`src/cw1_defs.vh`:
```
`ifndef CW1_DEFS_VH
`define CW1_DEFS_VH

// Configuration word layout
`define CW1_WORD_W 14
`define CW1_WORD_RESET 14'h3FFF
`define CW1_DEBUG_BIT 13
`define CW1_LVP_BIT 12
`define CW1_FSCM_BIT 11
`define CW1_SWITCH_BIT 10
`define CW1_BOR_HI 9
`define CW1_BOR_LO 8
`define CW1_CPD_BIT 7
`define CW1_CP_BIT 6
`define CW1_MASTER_CLEAR_INPUT_BIT 5
`define CW1_PWRT_BIT 4
`define CW1_WDT_BIT 3
`define CW1_OSC_HI 2
`define CW1_OSC_LO 0

// Brown-out policy codes
`define CW1_BOR_ALWAYS 2'h3
`define CW1_BOR_RUN 2'h2
`define CW1_BOR_SOFT 2'h1
`define CW1_BOR_OFF 2'h0

// Oscillator select codes
`define CW1_OSC_RC_CLKOUT 3'h7
`define CW1_OSC_RC_IO 3'h6
`define CW1_OSC_INT_CLKOUT 3'h5
`define CW1_OSC_INT_IO 3'h4
`define CW1_OSC_EXT_CLOCK 3'h3
`define CW1_OSC_HS 3'h2
`define CW1_OSC_XT 3'h1
`define CW1_OSC_RESET 3'h7

// Register map (byte addresses)
`define CW1_ADDR_WORD 12'h000
`define CW1_ADDR_CTRL 12'h004
`define CW1_ADDR_STAT 12'h008

// Control and status fields
`define CW1_CTRL_SWBOR 0
`define CW1_CTRL_RESET 1'h0
`define CW1_STAT_VALID 0
`define CW1_STAT_BOR 1
`define CW1_STAT_ERASED 2
`define CW1_STAT_MASTER_CLEAR_INPUT_PIN 3

// Load sequencing after reset release
`define CW1_LOAD_W 2
`define CW1_LOAD_CYCLES 2'h2
`define CW1_LOAD_ZERO 2'h0
`define CW1_LOAD_STEP 2'h1

`endif

```
`src/cw1_decoder.v`:
```
// The register addresses and the APB register port were left to the implementer.
`include "cw1_defs.vh"

module cw1_decoder #(
    parameter ADDR_W = 12
) (
    CLOCK,
    RESET_N,
    CONFIG_WORD,
    SLEEP,
    MASTER_CLEAR_PIN,
    PSEL,
    PENABLE,
    PWRITE,
    PADDR,
    PWDATA,
    PRDATA,
    PREADY,
    PSLVERR,
    CONFIG_VALID,
    DEBUG_PINS_DEDICATED,
    LV_ENTRY_PIN_FUNCTION,
    HV_PROGRAM_REQUIRED,
    FAILSAFE_MONITOR_ENABLE,
    SWITCHOVER_ENABLE,
    BROWNOUT_RESET_ENABLE,
    DATA_MEMORY_PROTECT,
    PROGRAM_MEMORY_PROTECT,
    DATA_EEPROM_ERASE,
    RESET_PIN_IS_MASTER_CLEAR,
    INTERNAL_MASTER_CLEAR_N,
    RESET_PIN_DIGITAL_IN,
    POWERUP_DELAY_ENABLE,
    WATCHDOG_CONFIG_ENABLE,
    OSC_SELECT,
    OSC_CLOCK_OUT_ENABLE,
    OSC_EXTERNAL_RC,
    OSC_INTERNAL,
    OSC_EXTERNAL_CLOCK,
    OSC_HIGH_SPEED_CRYSTAL,
    OSC_STANDARD_CRYSTAL
);
    input wire CLOCK;
    input wire RESET_N;
    input wire [`CW1_WORD_W-1:0] CONFIG_WORD;
    input wire SLEEP;
    input wire MASTER_CLEAR_PIN;
    input wire PSEL;
    input wire PENABLE;
    input wire PWRITE;
    input wire [ADDR_W-1:0] PADDR;
    input wire [31:0] PWDATA;
    output wire [31:0] PRDATA;
    output wire PREADY;
    output wire PSLVERR;
    output wire CONFIG_VALID;
    output wire DEBUG_PINS_DEDICATED;
    output wire LV_ENTRY_PIN_FUNCTION;
    output wire HV_PROGRAM_REQUIRED;
    output wire FAILSAFE_MONITOR_ENABLE;
    output wire SWITCHOVER_ENABLE;
    output wire BROWNOUT_RESET_ENABLE;
    output wire DATA_MEMORY_PROTECT;
    output wire PROGRAM_MEMORY_PROTECT;
    output wire DATA_EEPROM_ERASE;
    output wire RESET_PIN_IS_MASTER_CLEAR;
    output wire INTERNAL_MASTER_CLEAR_N;
    output wire RESET_PIN_DIGITAL_IN;
    output wire POWERUP_DELAY_ENABLE;
    output wire WATCHDOG_CONFIG_ENABLE;
    output wire [2:0] OSC_SELECT;
    output wire OSC_CLOCK_OUT_ENABLE;
    output wire OSC_EXTERNAL_RC;
    output wire OSC_INTERNAL;
    output wire OSC_EXTERNAL_CLOCK;
    output wire OSC_HIGH_SPEED_CRYSTAL;
    output wire OSC_STANDARD_CRYSTAL;

    ////////////////////////////////////////////////////////////////////////////////
    // Brown-out policy decode
    function cw1_bor_active;
        input [1:0] policy;
        input sleeping;
        input soft_enable;
        begin
            case (policy)
                `CW1_BOR_ALWAYS: cw1_bor_active = 1'b1;
                `CW1_BOR_RUN: cw1_bor_active = ~sleeping;
                `CW1_BOR_SOFT: cw1_bor_active = soft_enable;
                default: cw1_bor_active = 1'b0;
            endcase
        end
    endfunction

    ////////////////////////////////////////////////////////////////////////////////
    // Input synchronisers
    reg [`CW1_WORD_W-1:0] word_meta_reg;
    reg [`CW1_WORD_W-1:0] word_sync_reg;
    reg cpd_last_reg;
    reg master_clear_input_meta_reg;
    reg master_clear_input_sync_reg;

    always @(posedge CLOCK or negedge RESET_N) begin
        if (!RESET_N) begin
            word_meta_reg <= `CW1_WORD_RESET;
            word_sync_reg <= `CW1_WORD_RESET;
            cpd_last_reg <= 1'b1;
            master_clear_input_meta_reg <= 1'b1;
            master_clear_input_sync_reg <= 1'b1;
        end else begin
            word_meta_reg <= CONFIG_WORD;
            word_sync_reg <= word_meta_reg;
            cpd_last_reg <= word_sync_reg[`CW1_CPD_BIT];
            master_clear_input_meta_reg <= MASTER_CLEAR_PIN;
            master_clear_input_sync_reg <= master_clear_input_meta_reg;
        end
    end

    ////////////////////////////////////////////////////////////////////////////////
    // Capture of the word once after reset release
    reg [`CW1_LOAD_W-1:0] load_count_reg;
    reg valid_reg;
    reg [`CW1_WORD_W-1:0] held_reg;
    wire load_now;

    assign load_now = ~valid_reg && (load_count_reg == `CW1_LOAD_CYCLES);

    always @(posedge CLOCK or negedge RESET_N) begin
        if (!RESET_N) begin
            load_count_reg <= `CW1_LOAD_ZERO;
            valid_reg <= 1'b0;
            held_reg <= `CW1_WORD_RESET;
        end else if (load_now) begin
            valid_reg <= 1'b1;
            held_reg <= word_sync_reg;
        end else if (~valid_reg) begin
            load_count_reg <= load_count_reg + `CW1_LOAD_STEP;
        end
    end

    ////////////////////////////////////////////////////////////////////////////////
    // APB slave
    reg [31:0] prdata_reg;
    reg pready_reg;
    reg pslverr_reg;
    reg soft_bor_reg;
    reg erased_reg;
    reg bor_reg;
    reg [31:0] rdata;
    reg addr_ok;
    reg write_ok;
    wire setup_phase;
    wire access_done;

    assign setup_phase = PSEL && ~PENABLE && ~pready_reg;
    assign access_done = PSEL && PENABLE && pready_reg;

    always @* begin
        rdata = 32'h0000_0000;
        addr_ok = 1'b1;
        write_ok = 1'b0;
        case (PADDR)
            `CW1_ADDR_WORD: begin
                rdata[`CW1_WORD_W-1:0] = held_reg;
            end
            `CW1_ADDR_CTRL: begin
                rdata[`CW1_CTRL_SWBOR] = soft_bor_reg;
                write_ok = 1'b1;
            end
            `CW1_ADDR_STAT: begin
                rdata[`CW1_STAT_VALID] = valid_reg;
                rdata[`CW1_STAT_BOR] = bor_reg;
                rdata[`CW1_STAT_ERASED] = erased_reg;
                rdata[`CW1_STAT_MASTER_CLEAR_INPUT_PIN] = master_clear_input_sync_reg;
            end
            default: begin
                addr_ok = 1'b0;
            end
        endcase
    end

    always @(posedge CLOCK or negedge RESET_N) begin
        if (!RESET_N) begin
            prdata_reg <= 32'h0000_0000;
            pready_reg <= 1'b0;
            pslverr_reg <= 1'b0;
            soft_bor_reg <= `CW1_CTRL_RESET;
        end else begin
            if (setup_phase) begin
                pready_reg <= 1'b1;
                prdata_reg <= PWRITE ? 32'h0000_0000 : rdata;
                pslverr_reg <= ~addr_ok | (PWRITE & ~write_ok);
            end else begin
                pready_reg <= 1'b0;
                pslverr_reg <= 1'b0;
            end
            if (access_done && PWRITE && write_ok) begin
                soft_bor_reg <= PWDATA[`CW1_CTRL_SWBOR];
            end
        end
    end

    ////////////////////////////////////////////////////////////////////////////////
    // Decoded settings
    reg debug_reg;
    reg lv_entry_reg;
    reg hv_req_reg;
    reg fscm_reg;
    reg switch_reg;
    reg dprot_reg;
    reg pprot_reg;
    reg erase_reg;
    reg master_clear_input_fn_reg;
    reg int_master_clear_input_n_reg;
    reg pin_in_reg;
    reg pwrt_reg;
    reg wdt_reg;
    reg [2:0] osc_reg;
    reg clkout_reg;
    reg rc_reg;
    reg int_osc_reg;
    reg ext_clk_reg;
    reg hs_reg;
    reg xt_reg;
    wire [2:0] osc_field;
    wire cpd_turned_off;

    assign osc_field = held_reg[`CW1_OSC_HI:`CW1_OSC_LO];
    assign cpd_turned_off = valid_reg && ~held_reg[`CW1_CPD_BIT] &&
        word_sync_reg[`CW1_CPD_BIT] && ~cpd_last_reg;

    always @(posedge CLOCK or negedge RESET_N) begin
        if (!RESET_N) begin
            debug_reg <= 1'b0;
            lv_entry_reg <= 1'b0;
            hv_req_reg <= 1'b1;
            fscm_reg <= 1'b0;
            switch_reg <= 1'b0;
            bor_reg <= 1'b0;
            dprot_reg <= 1'b1;
            pprot_reg <= 1'b1;
            erase_reg <= 1'b0;
            erased_reg <= 1'b0;
            master_clear_input_fn_reg <= 1'b1;
            int_master_clear_input_n_reg <= 1'b1;
            pin_in_reg <= 1'b0;
            pwrt_reg <= 1'b0;
            wdt_reg <= 1'b0;
            osc_reg <= `CW1_OSC_RESET;
            clkout_reg <= 1'b0;
            rc_reg <= 1'b0;
            int_osc_reg <= 1'b0;
            ext_clk_reg <= 1'b0;
            hs_reg <= 1'b0;
            xt_reg <= 1'b0;
        end else begin
            debug_reg <= valid_reg & ~held_reg[`CW1_DEBUG_BIT];
            lv_entry_reg <= valid_reg & held_reg[`CW1_LVP_BIT];
            hv_req_reg <= ~(valid_reg & held_reg[`CW1_LVP_BIT]);
            fscm_reg <= valid_reg & held_reg[`CW1_FSCM_BIT];
            switch_reg <= valid_reg & held_reg[`CW1_SWITCH_BIT];
            bor_reg <= valid_reg &
                cw1_bor_active(held_reg[`CW1_BOR_HI:`CW1_BOR_LO], SLEEP, soft_bor_reg);
            dprot_reg <= ~valid_reg | ~held_reg[`CW1_CPD_BIT];
            pprot_reg <= ~valid_reg | ~held_reg[`CW1_CP_BIT];
            erase_reg <= cpd_turned_off;
            if (cpd_turned_off) begin
                erased_reg <= 1'b1;
            end
            master_clear_input_fn_reg <= ~valid_reg | held_reg[`CW1_MASTER_CLEAR_INPUT_BIT];
            if (valid_reg && held_reg[`CW1_MASTER_CLEAR_INPUT_BIT]) begin
                int_master_clear_input_n_reg <= master_clear_input_sync_reg;
                pin_in_reg <= 1'b0;
            end else begin
                int_master_clear_input_n_reg <= 1'b1;
                pin_in_reg <= valid_reg & master_clear_input_sync_reg;
            end
            pwrt_reg <= valid_reg & ~held_reg[`CW1_PWRT_BIT];
            wdt_reg <= valid_reg & held_reg[`CW1_WDT_BIT];
            osc_reg <= osc_field;
            clkout_reg <= valid_reg && ((osc_field == `CW1_OSC_RC_CLKOUT) ||
                (osc_field == `CW1_OSC_INT_CLKOUT));
            rc_reg <= valid_reg && ((osc_field == `CW1_OSC_RC_CLKOUT) ||
                (osc_field == `CW1_OSC_RC_IO));
            int_osc_reg <= valid_reg && ((osc_field == `CW1_OSC_INT_CLKOUT) ||
                (osc_field == `CW1_OSC_INT_IO));
            ext_clk_reg <= valid_reg && (osc_field == `CW1_OSC_EXT_CLOCK);
            hs_reg <= valid_reg && (osc_field == `CW1_OSC_HS);
            xt_reg <= valid_reg && (osc_field == `CW1_OSC_XT);
        end
    end

    ////////////////////////////////////////////////////////////////////////////////
    // Outputs
    assign PRDATA = prdata_reg;
    assign PREADY = pready_reg;
    assign PSLVERR = pslverr_reg;
    assign CONFIG_VALID = valid_reg;
    assign DEBUG_PINS_DEDICATED = debug_reg;
    assign LV_ENTRY_PIN_FUNCTION = lv_entry_reg;
    assign HV_PROGRAM_REQUIRED = hv_req_reg;
    assign FAILSAFE_MONITOR_ENABLE = fscm_reg;
    assign SWITCHOVER_ENABLE = switch_reg;
    assign BROWNOUT_RESET_ENABLE = bor_reg;
    assign DATA_MEMORY_PROTECT = dprot_reg;
    assign PROGRAM_MEMORY_PROTECT = pprot_reg;
    assign DATA_EEPROM_ERASE = erase_reg;
    assign RESET_PIN_IS_MASTER_CLEAR = master_clear_input_fn_reg;
    assign INTERNAL_MASTER_CLEAR_N = int_master_clear_input_n_reg;
    assign RESET_PIN_DIGITAL_IN = pin_in_reg;
    assign POWERUP_DELAY_ENABLE = pwrt_reg;
    assign WATCHDOG_CONFIG_ENABLE = wdt_reg;
    assign OSC_SELECT = osc_reg;
    assign OSC_CLOCK_OUT_ENABLE = clkout_reg;
    assign OSC_EXTERNAL_RC = rc_reg;
    assign OSC_INTERNAL = int_osc_reg;
    assign OSC_EXTERNAL_CLOCK = ext_clk_reg;
    assign OSC_HIGH_SPEED_CRYSTAL = hs_reg;
    assign OSC_STANDARD_CRYSTAL = xt_reg;

endmodule

```
`config.mk`:
```
export PLATFORM = sky130hd
export DESIGN_NAME = cw1_decoder
export DESIGN_NICKNAME = d
export VERILOG_FILES = /design/src/cw1_decoder.v
export VERILOG_INCLUDE_DIRS = /design/src /design/src/src
export SDC_FILE = /design/constraint.sdc
export NUM_CORES = 1
export LEC_CHECK = 0
export ABC_AREA = 1
export BUFFER_PORTS_ARGS = -buffer_cell sky130_fd_sc_hd__clkbuf_2
export CAP_MARGIN = 40
export CORE_MARGIN = 2
export CORE_UTILIZATION = 44
export DETAILED_ROUTE_END_ITERATION = 12
export GPL_TIMING_DRIVEN = 0
export PLACE_DENSITY = 0.76
export SYNTH_ARGS = -nofsm -noshare
export SYNTH_HDL_FRONTEND = slang
export SYNTH_SLANG_ARGS = --single-unit
```
`constraint.sdc`:
```
create_clock -name CLOCK -period 1.1 [get_ports CLOCK]
set_input_delay 0 -clock CLOCK [delete_from_list [all_inputs] [get_ports CLOCK]]
set_output_delay 0 -clock CLOCK [all_outputs]
set_load 0.05 [all_outputs]
```
==> impl_metrics.env <==
export IMPL_gr_usage_all_layers=0.160
export IMPL_end_kind="flop"
export IMPL_synthCells=265
export IMPL_synth_area_per_cell_sq_um=12.2
export IMPL_rsz0062_at_grt="yes"
export IMPL_slowest_delay_ns=0.43
export IMPL_diodes=0
export IMPL_drt_wl_total_mm=6.66
export IMPL_power_switching_mw=1.70
export IMPL_antenna_found_initial=0
export IMPL_status="finished, violations left"
export IMPL_yosysWarnings=0
export IMPL_cts_tree="built"
export IMPL_placeableCoreArea_sq_um=7180
export IMPL_finalCriticalPeriod_ns=1.24
export IMPL_worst_slack_ns=-0.138
export IMPL_r2r_cells=4
export IMPL_maxSlewViolCount=0
export IMPL_worstPathCellList="nor3b_4, nand2_2, buf_6, o31ai_2"
export IMPL_hold_viol=1
export IMPL_r2r_setup_slack_ns=-0.14
export IMPL_gr_total_overflow=0
export IMPL_clk_latency_ns=0.34
export IMPL_dr_total_vias=2224
export IMPL_comb_power_share=0.121
export IMPL_min_from="PENABLE"
export IMPL_grt_pass1_vias=2222
export IMPL_drt_wirelength_per_cell_microns=13.3
export IMPL_gp_congestion=0.825
export IMPL_area_delta_synth_final_pct=43.2
export IMPL_initial_core_util=0.451
export IMPL_dp_hpwl_mm=4.12
export IMPL_crit_slowest_cell="dfrtp_2"
export IMPL_path_clk_slew_ns=0.09
export IMPL_fillers=513
export IMPL_port_buffers=73
export IMPL_std_cell_rows=31
export IMPL_fin_crit_sh=1.13
export IMPL_setup_viol=26
export IMPL_worstReg2RegStart="PREADY"
export IMPL_maxCapViolations=0
export IMPL_hold_end="PREADY"
export IMPL_pre_cts_slack_ns=-0.168
export IMPL_drc=0
export IMPL_power_density_nw_per_um2=1380
export IMPL_arrival_ns=1.49
export IMPL_grt_max_degree=56
export IMPL_crit_required_ns=1.36
export IMPL_drt_first_pass_iters=4
export IMPL_drive_gt1_frac=0.591
export IMPL_p_int_mw=4.70
export IMPL_pwr_share_clk=0.324
export IMPL_die_w_microns=89.8
export IMPL_clockBufferDepth=2
export IMPL_cts_root_buf="clkbuf_8"
export IMPL_min_path_cells=2
export IMPL_drt_iter0_drc=92
export IMPL_cts_htree_levels=3
export IMPL_hold_buffers=19
export IMPL_finalPower_mw=6.40
export IMPL_vias_per_cell=4.45
export IMPL_ant_nets=0
export IMPL_violations="hold timing, setup timing"
export IMPL_clock_sinks=89
export IMPL_rr_endpoint="PRDATA[6]"
export IMPL_cts_buffers=9
export IMPL_fmax_ghz=0.808
export IMPL_vdd_drop_max_mv=0.715
export IMPL_grt_first_pass_wirelength_mm=10.3
export IMPL_hold_class="in -> reg"
export IMPL_ys_types=28
export IMPL_holdWs_ns=-0.130
export IMPL_p_leak_nw=2.26
export IMPL_die_y_microns=89.8
export IMPL_seq_power_share=0.555
export IMPL_path_max_fanout=10
export IMPL_switching_share=0.266
export IMPL_ios=123
export IMPL_die_area_sq_um=8060
export IMPL_cp_start_kind="flop"
export IMPL_final_nets=462
export IMPL_worstSetupPathType="reg -> reg"
export IMPL_ys_ff_latch=89
export IMPL_yosysSeqAreaShare=0.709
export IMPL_skew_ns=0.0110
export IMPL_synth_area_sq_um=3240
==> cell usage in the layout, fill, tap and decap left out, drive strengths merged <==
master / count
ha: 1
o21ai: 7
or2: 1
nor4: 2
clkbuf: 79
nand4: 1
mux2: 2
clkinvlp: 1
nor3: 4
conb: 18
dfstp: 53
dlygate4sd3: 19
xor2: 1
a21oi: 12
inv: 29
o31ai: 9
o21a: 1
nand2: 43
o211a: 1
buf: 40
nor3b: 1
nor2: 28
dfrtp: 36
nand3: 9
clkinv: 3
==> worst max-delay path by stage <==
stage | startpoint | end | slack (ns)
5_1_grt | PREADY | PRDATA[10] | -0.20
3_5_place_dp | PREADY | PRDATA[6] | -0.17
3_3_place_gp | RESET_N | CONFIG_VALID | -0.97
4_1_cts | PREADY | PRDATA[6] | -0.13
2_1_floorplan | PREADY | PRDATA[5] | -0.16
6_report | PREADY | PRDATA[6] | -0.14
==> per-layer routing <==
layer | routed length (microns) | part of all wire | global-route usage
met1 | 2600 | 0.39 | 0.189
met4 | 229 | 0.034 | 0.0808
met2 | 3420 | 0.51 | 0.272
met3 | 407 | 0.061 | 0.0402
met5 | 0 | 0 | 0
==> worst max-delay path, delay by kind of cell, from the launching register on <==
kind,cells,cell delay [ns]
buffers and inverters,1,0.16
and+or+nand+nor,2,0.37
DFF,1,0.43
AOI/OAI and AO/OA,1,0.19
==> through the flow <==
step	utilization	cell area [sq um]	instances	TNS (ns)
after floorplan	-	3330	282	-2.01
after global placement	0.533	3820	454	-48.61
after detailed placement	0.537	3850	455	-2.84
after CTS	0.623	4470	499	-1.40
after global routing	0.646	4630	500	-3.22
final	0.646	4630	500	-1.79
==> power groups by stage <==
stage | clock network [mW] | registers [mW] | logic [mW]
2_1_floorplan | 0 | 3.74 | 0.281
6_report | 2.08 | 3.55 | 0.774
3_5_place_dp | 0 | 3.59 | 0.653
5_1_grt | 2.23 | 3.57 | 0.826
3_3_place_gp | 0 | 3.58 | 0.634
4_1_cts | 2.11 | 3.54 | 0.751
==> final cells by class <==
cell class              count  area, sq um  area share
inverters                  28          108      0.0232
clock buffers              11          151      0.0327
repair buffers            103          764       0.165
clock inverters             5         38.8     0.00837
flip-flops and latches     89         2300       0.495
well taps                  99          124      0.0267
multi-input cells         141          941       0.203
plain buffers              24          211      0.0456
==> cell usage after synthesis (all sizes together) <==
| cell type | number | area (sq um) |
|---|---|---|
| buf | 24 | 174 |
| xor2 | 1 | 8.76 |
| nor3 | 4 | 20.0 |
| nand3 | 9 | 45.0 |
| nand2 | 43 | 171 |
| nor2 | 28 | 118 |
| dfstp | 53 | 1390 |
| ha | 1 | 12.5 |
| mux2 | 2 | 22.5 |
| a21oi | 12 | 60.1 |
| nand4 | 1 | 6.26 |
| conb | 1 | 3.75 |
| o21ai | 7 | 35.0 |
| nor4 | 2 | 12.5 |
| inv | 28 | 105 |
| o21a | 1 | 7.51 |
| o211a | 1 | 10.0 |
| or2 | 1 | 6.26 |
| nor3b | 1 | 12.5 |
| o31ai | 9 | 113 |
| dfrtp | 36 | 901 |
==> cell families after synthesis <==
kind of cell | after synthesis | synth area share
other | 1 | 0.00116
buffers and inverters | 52 | 0.0862
flip-flops | 89 | 0.709
AO/OA/AOI/OAI | 30 | 0.0696
AND/OR/NAND/NOR | 89 | 0.121
adder cells (fa/ha/maj) | 1 | 0.00386
XOR/XNOR | 1 | 0.00271
multiplexers | 2 | 0.00696
==> repair_timing <==
item / 4_1_cts / 5_1_grt
pin swaps: 4 / 10
setup buffers: 7 / 0
setup endpoints to repair: 39 / 40
hold endpoints to repair: 53 / 1
cloned: 2 / 1
gates resized for setup: 44 / 44
Note: power is estimated with default switching activity, not from simulation.
